$ cat config.mk
export PLATFORM = sky130hd
export DESIGN_NAME = pci_cycle_ctrl
export DESIGN_NICKNAME = d
export VERILOG_FILES = /design/src/rtl/pci_cycle_pkg.sv /design/src/rtl/two_entry_buffer.sv /design/src/rtl/pci_cycle_ctrl.sv
export SDC_FILE = /design/constraint.sdc
export NUM_CORES = 1
export LEC_CHECK = 0
export BUFFER_PORTS_ARGS = -buffer_cell sky130_fd_sc_hd__buf_4
export CORE_MARGIN = 2
export CORE_UTILIZATION = 25
export CTS_BUF_LIST = sky130_fd_sc_hd__clkbuf_2
export CTS_CLUSTER_DIAMETER = 150
export DETAILED_ROUTE_END_ITERATION = 10
export PLACE_DENSITY = 0.49
export REMOVE_ABC_BUFFERS = 1
export SLEW_MARGIN = 5
export SYNTH_ARGS = -nofsm -noshare
export SYNTH_HDL_FRONTEND = slang
export SYNTH_HIERARCHICAL = 1
export SYNTH_SLANG_ARGS = --single-unit
$ cat constraint.sdc
create_clock -name clk -period 10.7 [get_ports clk]
set_clock_uncertainty 0.2 [all_clocks]
set_input_delay 2.14 -clock clk [delete_from_list [all_inputs] [get_ports clk]]
set_output_delay 2.14 -clock clk [all_outputs]
set_load 0.005 [all_outputs]
$ cat src/rtl/pci_cycle_pkg.sv
// Constants and types shared by the PCI cycle controller
package pci_cycle_pkg;
    localparam logic [3:0] CMD_MEM_RD_MULT = 4'hc;
    localparam logic [3:0] CMD_MEM_RD_LINE = 4'he;
    localparam logic [3:0] CMD_MEM_WR      = 4'h7;
    localparam logic [3:0] CMD_MEM_WR_INV  = 4'hf;
    localparam int STS_DET_PERR_BIT   = 15;
    localparam int STS_SIG_SERR_BIT   = 14;
    localparam int STS_RCV_TABORT_BIT = 12;
    localparam int STS_DATA_PERR_BIT  = 8;
    localparam int CMD_SERR_EN_BIT    = 8;
    localparam int CMD_PERR_RESP_BIT  = 6;
    localparam logic [2:0] MABORT_CLKS   = 3'h5;
    localparam logic [15:0] NO_LIMIT     = 16'hffff;
    localparam logic [31:0] WORD_BYTES   = 32'h0000_0004;
    localparam logic [1:0] DONE_OK       = 2'h0;
    localparam logic [1:0] DONE_TABORT   = 2'h1;
    localparam logic [1:0] DONE_MABORT   = 2'h2;
    typedef enum logic [1:0] {KIND_TX_RD, KIND_CTRL_RD, KIND_CTRL_WR, KIND_RX_WR} job_kind_t;
    typedef enum logic [2:0] {T_IDLE, T_RETRY, T_WAIT, T_DATA, T_HOLD, T_TURN} tgt_state_t;
    typedef enum logic [2:0] {M_IDLE, M_REQ, M_ADDR, M_DATA, M_LAST, M_TURN} mst_state_t;
endpackage : pci_cycle_pkg

$ cat src/rtl/two_entry_buffer.sv
// Two-entry buffer with valid and ready on both sides
`timescale 1ns/1ps
module two_entry_buffer
    import pci_cycle_pkg::*;
(
    input  wire logic        clk,
    input  wire logic        rst,
    input  wire logic        in_valid,
    output logic             in_ready,
    input  wire logic [31:0] in_data,
    output logic             out_valid,
    input  wire logic        out_ready,
    output logic [31:0]      out_data,
    output logic [1:0]       level
);
    logic [31:0] mem_reg [2];
    logic [31:0] mem_next [2];
    logic        wp_reg, wp_next, rp_reg, rp_next;
    logic [1:0]  cnt_reg, cnt_next;
    logic        push, pop;

    assign in_ready  = (cnt_reg != 2'h2);
    assign out_valid = (cnt_reg != 2'h0);
    assign out_data  = mem_reg[rp_reg];
    assign level     = cnt_reg;
    assign push      = in_valid && in_ready;
    assign pop       = out_valid && out_ready;

    always_comb begin
        mem_next = mem_reg;
        wp_next  = wp_reg ^ push;
        rp_next  = rp_reg ^ pop;
        cnt_next = cnt_reg + {1'b0, push} - {1'b0, pop};
        if (push) begin
            mem_next[wp_reg] = in_data;
        end
    end

    always_ff @(posedge clk or posedge rst) begin
        if (rst) begin
            mem_reg[0] <= 32'h0;
            mem_reg[1] <= 32'h0;
            wp_reg     <= 1'b0;
            rp_reg     <= 1'b0;
            cnt_reg    <= 2'h0;
        end else begin
            mem_reg <= mem_next;
            wp_reg  <= wp_next;
            rp_reg  <= rp_next;
            cnt_reg <= cnt_next;
        end
    end
endmodule : two_entry_buffer

$ cat src/rtl/pci_cycle_ctrl.sv
// PCI target termination, parity error handling and bus master cycles
`timescale 1ns/1ps
module pci_cycle_ctrl
    import pci_cycle_pkg::*;
(
    input  wire logic        clk,
    input  wire logic        rst,
    input  wire logic        frame_n_in,
    input  wire logic        irdy_n_in,
    input  wire logic        trdy_n_in,
    input  wire logic        stop_n_in,
    input  wire logic        devsel_n_in,
    input  wire logic [31:0] ad_in,
    input  wire logic [3:0]  cbe_n_in,
    input  wire logic        par_in,
    input  wire logic        gnt_n,
    output logic             req_n,
    output logic             frame_n_out,
    output logic             irdy_n_out,
    output logic [3:0]       cbe_n_out,
    output logic             m_ctl_oe_n,
    output logic             trdy_n_out,
    output logic             stop_n_out,
    output logic             devsel_n_out,
    output logic             t_ctl_oe_n,
    output logic [31:0]      ad_out,
    output logic             ad_oe_n,
    output logic             par_out,
    output logic             par_oe_n,
    output logic             perr_n_out,
    output logic             perr_oe_n,
    output logic             serr_n_out,
    output logic             serr_oe_n,
    input  wire logic        hit_cfg,
    input  wire logic        hit_csr,
    input  wire logic        hit_flash,
    input  wire logic        eeprom_load_done,
    input  wire logic        tgt_ready,
    input  wire logic [31:0] tgt_rdata,
    output logic [31:0]      tgt_addr,
    output logic [3:0]       tgt_cmd,
    output logic [31:0]      tgt_wdata,
    output logic             tgt_access,
    input  wire logic [15:0] cmd_reg,
    input  wire logic [15:0] status_clr,
    output logic [15:0]      status,
    input  wire logic [7:0]  lat_timer,
    input  wire logic        mreq_valid,
    output logic             mreq_ready,
    input  wire job_kind_t   mreq_kind,
    input  wire logic [31:0] mreq_addr,
    input  wire logic [15:0] mreq_words,
    input  wire logic        mwi_ok,
    input  wire logic [15:0] tx_space_words,
    input  wire logic [15:0] rx_avail_words,
    input  wire logic [15:0] tx_max_bytes,
    input  wire logic [15:0] rx_max_bytes,
    input  wire logic [31:0] wr_data,
    output logic             wr_ready,
    output logic             rd_valid,
    input  wire logic        rd_ready,
    output logic [31:0]      rd_data,
    output logic             mdone,
    output logic [1:0]       mdone_code,
    output logic             mdone_perr
);
    function automatic logic [15:0] min16(input logic [15:0] a, input logic [15:0] b);
        min16 = (a < b) ? a : b;
    endfunction : min16

    function automatic logic [15:0] byte_lim(input logic [15:0] bytes);
        byte_lim = (bytes == 16'h0) ? NO_LIMIT : ((bytes[15:2] == 14'h0) ? 16'h1 :
                   {2'b00, bytes[15:2]});
    endfunction : byte_lim

    // Target side
    tgt_state_t  t_state, t_state_next;
    logic [31:0] t_addr_reg, t_addr_next, t_rdata_reg, t_rdata_next;
    logic [31:0] t_wdata_reg, t_wdata_next;
    logic [3:0]  t_cmd_reg, t_cmd_next;
    logic        frame_q, addr_phase, t_read;

    assign addr_phase = !frame_n_in && frame_q && irdy_n_in;
    assign t_read     = !t_cmd_reg[0];

    always_comb begin
        t_state_next = t_state;
        t_addr_next  = t_addr_reg;
        t_cmd_next   = t_cmd_reg;
        t_rdata_next = t_rdata_reg;
        t_wdata_next = t_wdata_reg;
        case (t_state)
            T_IDLE: begin
                if (addr_phase && (hit_cfg || hit_csr || hit_flash)) begin
                    t_addr_next = ad_in;
                    t_cmd_next  = cbe_n_in;
                    if (hit_cfg && !eeprom_load_done) begin
                        t_state_next = T_RETRY;
                    end else begin
                        t_state_next = T_WAIT;
                    end
                end
            end
            T_RETRY: begin
                if (frame_n_in) begin
                    t_state_next = T_TURN;
                end
            end
            T_WAIT: begin
                if (tgt_ready && !irdy_n_in) begin
                    t_rdata_next = tgt_rdata;
                    t_state_next = T_DATA;
                end
            end
            T_DATA: begin
                t_wdata_next = ad_in;
                t_state_next = frame_n_in ? T_TURN : T_HOLD;
            end
            T_HOLD: begin
                if (frame_n_in) begin
                    t_state_next = T_TURN;
                end
            end
            T_TURN: t_state_next = T_IDLE;
            default: t_state_next = T_IDLE;
        endcase
    end

    always_ff @(posedge clk or posedge rst) begin
        if (rst) begin
            t_state     <= T_IDLE;
            t_addr_reg  <= 32'h0;
            t_cmd_reg   <= 4'h0;
            t_rdata_reg <= 32'h0;
            t_wdata_reg <= 32'h0;
            frame_q     <= 1'b1;
        end else begin
            t_state     <= t_state_next;
            t_addr_reg  <= t_addr_next;
            t_cmd_reg   <= t_cmd_next;
            t_rdata_reg <= t_rdata_next;
            t_wdata_reg <= t_wdata_next;
            frame_q     <= frame_n_in;
        end
    end

    assign t_ctl_oe_n   = (t_state == T_IDLE);
    assign devsel_n_out = (t_state == T_IDLE) || (t_state == T_TURN);
    assign trdy_n_out   = (t_state != T_DATA);
    assign stop_n_out   = !((t_state == T_RETRY) || (t_state == T_DATA) ||
                            (t_state == T_HOLD));
    assign tgt_addr     = t_addr_reg;
    assign tgt_cmd      = t_cmd_reg;
    assign tgt_wdata    = t_wdata_reg;
    assign tgt_access   = (t_state == T_DATA);

    // Master side
    mst_state_t  m_state, m_state_next;
    job_kind_t   kind_reg, kind_next;
    logic        job_reg, job_next, wd_reg, wd_next;
    logic [31:0] addr_reg, addr_next, wdata_reg, wdata_next;
    logic [15:0] words_reg, words_next, burst_reg, burst_next, lim;
    logic [7:0]  lat_reg, lat_next;
    logic [2:0]  dw_reg, dw_next;
    logic        done_reg, done_next, perr_job_reg, perr_job_next;
    logic [1:0]  code_reg, code_next;
    logic        is_rd, xfer, backoff, in_data, rd_push, buf_room, m_data_err;
    logic [1:0]  buf_level;
    logic [3:0]  m_cmd;

    assign is_rd   = (kind_reg == KIND_TX_RD) || (kind_reg == KIND_CTRL_RD);
    assign in_data = (m_state == M_DATA) || (m_state == M_LAST);
    assign xfer    = in_data && !trdy_n_in;
    assign backoff = (lat_reg >= lat_timer) && gnt_n;
    assign rd_push = xfer && is_rd;
    assign buf_room = (buf_level == 2'h0) || (rd_ready && buf_level == 2'h1);

    always_comb begin
        case (kind_reg)
            KIND_TX_RD:   m_cmd = CMD_MEM_RD_MULT;
            KIND_CTRL_RD: m_cmd = CMD_MEM_RD_LINE;
            KIND_CTRL_WR: m_cmd = CMD_MEM_WR;
            default:      m_cmd = mwi_ok ? CMD_MEM_WR_INV : CMD_MEM_WR;
        endcase
        case (kind_reg)
            KIND_TX_RD: lim = min16(words_reg, min16(tx_space_words,
                                    byte_lim(tx_max_bytes)));
            KIND_RX_WR: lim = min16(words_reg, min16(rx_avail_words,
                                    byte_lim(rx_max_bytes)));
            default:    lim = words_reg;
        endcase
    end

    always_comb begin
        m_state_next  = m_state;
        kind_next     = kind_reg;
        job_next      = job_reg;
        addr_next     = addr_reg;
        words_next    = words_reg;
        burst_next    = burst_reg;
        wdata_next    = wdata_reg;
        wd_next       = wd_reg;
        lat_next      = lat_reg;
        dw_next       = dw_reg;
        done_next     = 1'b0;
        code_next     = code_reg;
        perr_job_next = perr_job_reg || m_data_err;
        wr_ready      = 1'b0;
        case (m_state)
            M_IDLE: begin
                if (mreq_valid) begin
                    kind_next     = mreq_kind;
                    addr_next     = mreq_addr;
                    words_next    = mreq_words;
                    job_next      = (mreq_words != 16'h0);
                    perr_job_next = 1'b0;
                    wd_next       = 1'b0;
                    m_state_next  = (mreq_words != 16'h0) ? M_REQ : M_IDLE;
                end
            end
            M_REQ: begin
                if (!gnt_n && frame_n_in && irdy_n_in && lim != 16'h0 &&
                    (!is_rd || buf_level != 2'h2)) begin
                    burst_next   = lim;
                    lat_next     = 8'h0;
                    dw_next      = 3'h0;
                    m_state_next = M_ADDR;
                    if (!is_rd && !wd_reg) begin
                        wr_ready   = 1'b1;
                        wdata_next = wr_data;
                        wd_next    = 1'b1;
                    end
                end
            end
            M_ADDR: begin
                m_state_next = (burst_reg == 16'h1 || (is_rd && buf_level != 2'h0))
                               ? M_LAST : M_DATA;
            end
            M_DATA, M_LAST: begin
                lat_next = (lat_reg == 8'hff) ? lat_reg : lat_reg + 8'h1;
                dw_next  = (dw_reg == MABORT_CLKS) ? dw_reg : dw_reg + 3'h1;
                if (xfer) begin
                    addr_next  = addr_reg + WORD_BYTES;
                    words_next = words_reg - 16'h1;
                    burst_next = burst_reg - 16'h1;
                    wd_next    = 1'b0;
                    if (!is_rd && m_state == M_DATA) begin
                        wr_ready   = 1'b1;
                        wdata_next = wr_data;
                        wd_next    = 1'b1;
                    end
                end
                if (!stop_n_in && devsel_n_in) begin
                    m_state_next = M_TURN;
                    job_next     = 1'b0;
                    code_next    = DONE_TABORT;
                end else if (devsel_n_in && dw_reg == MABORT_CLKS) begin
                    m_state_next = (m_state == M_DATA) ? M_LAST : M_TURN;
                    if (m_state == M_LAST) begin
                        job_next  = 1'b0;
                        code_next = DONE_MABORT;
                    end
                end else if (m_state == M_LAST) begin
                    if (xfer || !stop_n_in) begin
                        m_state_next = M_TURN;
                        job_next     = (words_next != 16'h0);
                        code_next    = DONE_OK;
                    end
                end else if (!stop_n_in || backoff) begin
                    m_state_next = M_LAST;
                end else if (xfer && (burst_reg == 16'h2 || (is_rd && !buf_room))) begin
                    m_state_next = M_LAST;
                end
            end
            M_TURN: begin
                m_state_next = job_reg ? M_REQ : M_IDLE;
                done_next    = !job_reg;
            end
            default: m_state_next = M_IDLE;
        endcase
    end

    always_ff @(posedge clk or posedge rst) begin
        if (rst) begin
            m_state      <= M_IDLE;
            kind_reg     <= KIND_TX_RD;
            job_reg      <= 1'b0;
            addr_reg     <= 32'h0;
            words_reg    <= 16'h0;
            burst_reg    <= 16'h0;
            wdata_reg    <= 32'h0;
            wd_reg       <= 1'b0;
            lat_reg      <= 8'h0;
            dw_reg       <= 3'h0;
            done_reg     <= 1'b0;
            code_reg     <= DONE_OK;
            perr_job_reg <= 1'b0;
        end else begin
            m_state      <= m_state_next;
            kind_reg     <= kind_next;
            job_reg      <= job_next;
            addr_reg     <= addr_next;
            words_reg    <= words_next;
            burst_reg    <= burst_next;
            wdata_reg    <= wdata_next;
            wd_reg       <= wd_next;
            lat_reg      <= lat_next;
            dw_reg       <= dw_next;
            done_reg     <= done_next;
            code_reg     <= code_next;
            perr_job_reg <= perr_job_next;
        end
    end

    assign mreq_ready  = (m_state == M_IDLE);
    assign req_n       = (m_state != M_REQ) || (lim == 16'h0);
    assign m_ctl_oe_n  = (m_state == M_IDLE) || (m_state == M_REQ);
    assign frame_n_out = !((m_state == M_ADDR) || (m_state == M_DATA));
    assign irdy_n_out  = !in_data;
    assign cbe_n_out   = (m_state == M_ADDR) ? m_cmd : 4'h0;
    assign mdone       = done_reg;
    assign mdone_code  = code_reg;
    assign mdone_perr  = perr_job_reg;

    always_comb begin
        if (m_state == M_ADDR) begin
            ad_out = addr_reg;
        end else if (in_data) begin
            ad_out = wdata_reg;
        end else begin
            ad_out = t_rdata_reg;
        end
    end
    assign ad_oe_n = !((m_state == M_ADDR) || (in_data && !is_rd) ||
                       (t_state == T_DATA && t_read));

    two_entry_buffer u_rd_buf (
        .clk       (clk),
        .rst       (rst),
        .in_valid  (rd_push),
        .in_ready  (),
        .in_data   (ad_in),
        .out_valid (rd_valid),
        .out_ready (rd_ready),
        .out_data  (rd_data),
        .level     (buf_level)
    );

    // Parity generation, checking and status
    logic [31:0] ad_q;
    logic [3:0]  cbe_q;
    logic        par_reg, par_oe_n_reg, chk_addr_q, chk_tdata_q, chk_mdata_q;
    logic        chk_addr_next, chk_tdata_next, chk_mdata_next;
    logic        par_bad, a_err, t_err;
    logic [1:0]  perr_cnt_reg, perr_cnt_next;
    logic        serr_reg, serr_next;
    logic [15:0] sts_reg, sts_next;
    logic        perr_resp, serr_en;

    assign perr_resp  = cmd_reg[CMD_PERR_RESP_BIT];
    assign serr_en    = cmd_reg[CMD_SERR_EN_BIT];
    assign par_bad    = par_in ^ (^{ad_q, cbe_q});
    assign a_err      = chk_addr_q && par_bad;
    assign t_err      = chk_tdata_q && par_bad;
    assign m_data_err = chk_mdata_q && par_bad;

    always_comb begin
        chk_addr_next  = addr_phase;
        chk_tdata_next = (t_state == T_DATA) && !t_read;
        chk_mdata_next = rd_push;
        sts_next       = sts_reg & ~status_clr;
        perr_cnt_next  = (perr_cnt_reg == 2'h0) ? 2'h0 : perr_cnt_reg - 2'h1;
        serr_next      = 1'b0;
        if (t_err || m_data_err || a_err) begin
            sts_next[STS_DET_PERR_BIT] = 1'b1;
        end
        if ((t_err || m_data_err) && perr_resp) begin
            perr_cnt_next = 2'h2;
        end
        if (m_data_err && perr_resp) begin
            sts_next[STS_DATA_PERR_BIT] = 1'b1;
        end
        if (a_err && serr_en && perr_resp) begin
            sts_next[STS_SIG_SERR_BIT] = 1'b1;
            serr_next                  = 1'b1;
        end
        if (!stop_n_in && devsel_n_in && in_data) begin
            sts_next[STS_RCV_TABORT_BIT] = 1'b1;
        end
    end

    always_ff @(posedge clk or posedge rst) begin
        if (rst) begin
            ad_q         <= 32'h0;
            cbe_q        <= 4'h0;
            par_reg      <= 1'b0;
            par_oe_n_reg <= 1'b1;
            chk_addr_q   <= 1'b0;
            chk_tdata_q  <= 1'b0;
            chk_mdata_q  <= 1'b0;
            perr_cnt_reg <= 2'h0;
            serr_reg     <= 1'b0;
            sts_reg      <= 16'h0;
        end else begin
            ad_q         <= ad_in;
            cbe_q        <= cbe_n_in;
            par_reg      <= ^{ad_in, cbe_n_in};
            par_oe_n_reg <= ad_oe_n;
            chk_addr_q   <= chk_addr_next;
            chk_tdata_q  <= chk_tdata_next;
            chk_mdata_q  <= chk_mdata_next;
            perr_cnt_reg <= perr_cnt_next;
            serr_reg     <= serr_next;
            sts_reg      <= sts_next;
        end
    end

    assign par_out    = par_reg;
    assign par_oe_n   = par_oe_n_reg;
    assign perr_n_out = (perr_cnt_reg != 2'h2);
    assign perr_oe_n  = (perr_cnt_reg == 2'h0);
    assign serr_n_out = 1'b0;
    assign serr_oe_n  = !serr_reg;
    assign status     = sts_reg;
endmodule : pci_cycle_ctrl

==> results.md <==
- Clk pin slew, worst setup/hold paths: 0.09 ns
- Final Util: 0.331
- Critical Path AT: 8.12 ns
- Worst skew pair latency: 1.10 ns
- Setup WS pre-CTS: -0.172 ns
- Commonest non-fill, non-tap cell in the layout: buf_4
- Via count: 17.4k
- Tot Pwr: 6600 uW
- Post-synthesis cell type count: 89
- Synth Instances: 1,910
- Post-synthesis sequential area ratio: 0.443
- Final worst-path cycle share: 0.977
- Slew margin rel.: 0.188
- Vias in the first global route: 17.9k
- TritonRoute pass-1 iters: 5
- First-pass GRT wire length: 109 mm
- Post-DR vias/cell: 4.81
- GPL Wtd Cong: 0.890
- Mux share of post-synthesis cell area: 0.156
- Slowest CP cell: or4_4
- Pin count of the biggest net entering global routing: 104
- I/O pins: 446
- Initial Util: 0.252
- CP delay by family, top: compound AO/OA/AOI/OAI gates
- CP Launch Type: primary input
- Xor-xnor portion of the synthesized cell area: 0.0327
- Leak Pwr: 0.0120 uW
- Max Cap Violations: 0
- Synth Area in Simple Gates: 0.134
- Port Buffers: 430
- Yosys reg bits: 350
- Crit. End Element: output pin
- Clk sinks: 350
- Num rows: 103
- Final hold slack: 0.234 ns
- Clock Tree Buf Depth: 3
- Gr usage total: 0.171
- Top FF cell, synth: dfrtp_1
- Worst-Margin Slew: 1.22 ns
- Status: complete, no violations
- Area Overhead vs Synth: 31.6%
- Buf/Inv on CP: 11
- Share of cells above drive strength 1: 0.386
- Largest family of logic cells by synthesized area: multiplexers
- Mean post-synth cell area: 10.4 um^2
- Post-synthesis cell area: 0.0198 mm^2
- Die footprint: 0.0814 mm^2
- H-tree depth: 3
- CP max FO: 9
- Die height: 285 um
- HPWL after DPL: 52.3 mm
- Overflow after GRT: 0
- Core area: 0.0786 mm^2
- Hold Path Class: reg2reg
- CTS tree: done
- Worst Path Required: 8.36 ns
- Synth Area in Compound Gates: 0.142
- Post-route minimum period: 10.46 ns
- Fmax: 0.0956 GHz
- Layout Nets: 2,831
- Max incr delay on CP: 0.53 ns
- Synth async-reset ratio: 1.00
- DRT iter0 DRCs: 885
- # setup viols final: 0
- Die X: 285 um
- Adder-Cell Fraction of Synth Area: 0.0531
- Number of synthesized flops with an enable pin: 0
- Clock Tree Root: clkbuf_2
- Initial antenna violation count: 7
- Most used cell, CP: buf_4
- DR WL/cell: 20.0 um
- Antenna Nets Post-Route: 0
- Final Hold Vio Count: 0
- Pwr/cell area: 253 mW/mm^2
- Most frequent cells in the layout: buf_4 (555), dfrtp_1 (347), nand2_1 (194)
- Post-Route WL: 72.1 mm
- Worst VDD drop: 0.137 mV
- Max reg flops: 64
- Total CTS buffers: 97
- YS warnings: 6
- Crit Path Class: in2out
- Hold buffers post-CTS: 0
- Slew Limit Fails: 0
- Filler instances: 8,209
- DRC: 0
- Fin worst setup slack: 0.244 ns
[worst register-to-register path, cell delays in order (launching register included)]
cell and delay [ns]:
dfrtp_1 0.61, ha_1 0.41, nand2_1 0.08, o211a_1 0.24, o211ai_1 0.18, o221ai_1 0.16
o31ai_2 0.22, buf_4 0.16, o21ai_2 0.06, buf_6 0.14, a221oi_4 0.28, buf_4 0.17
nand4bb_1 0.10, or4_4 0.53, o21a_4 0.24, o21ai_4 0.16, buf_12 0.13, buf_4 0.49
mux2_1 0.39
[final timing paths]
| check | cells after the start | slack [ns] | from | endpoint |
|---|---|---|---|---|
| hold / removal | 1 | 0.23 | job_reg | mdone |
| setup / recovery | 31 | 0.24 | rx_max_bytes[8] | wr_ready |
| setup reg to reg | 18 | 5.64 | words_reg[10] | wdata_reg[4] |
| min in group asynchronous | 2 | 1.01 | rst | tgt_addr[16] |
| hold reg to reg | 1 | 0.23 | job_reg | mdone |
| max in group asynchronous | 3 | 7.71 | rst | wdata_reg[4] |
[power breakdown]
group	switching, uW	internal (uW)
clock network	611	399
logic	1600	1680
registers	474	1850
total	2680	3920
[logic make-up after synthesis]
group | count (synthesis)
other cells | 1
buf+inv | 154
simple gates | 564
compound gates | 439
fa+ha+maj | 84
mux | 244
xor+xnor | 74
flops | 350
[layout make-up]
cell class                 instances  area (um^2)  share of cell area
clock buffer                     138          691              0.0265
timing repair buffer             564         4300               0.165
antenna                            7         17.5            0.000672
inverter                          56          219             0.00840
multi-input combinational       1407        10600               0.405
tap                             1050         1310              0.0504
clock inverter                    34          195             0.00749
sequential                       350         8760               0.336
[what timing repair did]
item                                    in CTS  in global routing
gates resized for setup                      3                 81
pin swaps                                    2                 40
cloned                                       0                  4
endpoints found under the setup margin       2                  2
buffers inserted                             2                 32
[stage by stage]
stage | TNS (ns) | area, um^2 | cells
floorplan | -17.16 | 19200 | 1812
global placement | -0.0998 | 24500 | 3389
detailed placement | -0.183 | 24500 | 3389
CTS | 0 | 25500 | 3563
global route | -0.0300 | 26000 | 3605
finish | 0 | 26100 | 3606
[per-layer routing]
layer / vias to the layer above / global-route usage / wire (um)
met1: 8557 / 0.221 / 31200
li1: 8102 / - / -
met4: 8 / 0.0473 / 1370
met5: - / 0 / 44
met3: 91 / 0.0530 / 5680
met2: 593 / 0.277 / 33800
[synthesized netlist by cell type, types with 55 or more instances]
cell type / count / area, um^2
clkbuf_1: 68 / 255
nand2_1: 200 / 751
inv_1: 55 / 206
nor2_1: 147 / 552
dfrtp_1: 348 / 8710
o21ai_0: 117 / 586
mux2_4: 89 / 1340
ha_1: 84 / 1050
mux2_2: 115 / 1290
xnor2_1: 66 / 578
a21oi_1: 114 / 571
Note: power is estimated with default switching activity, not from simulation.
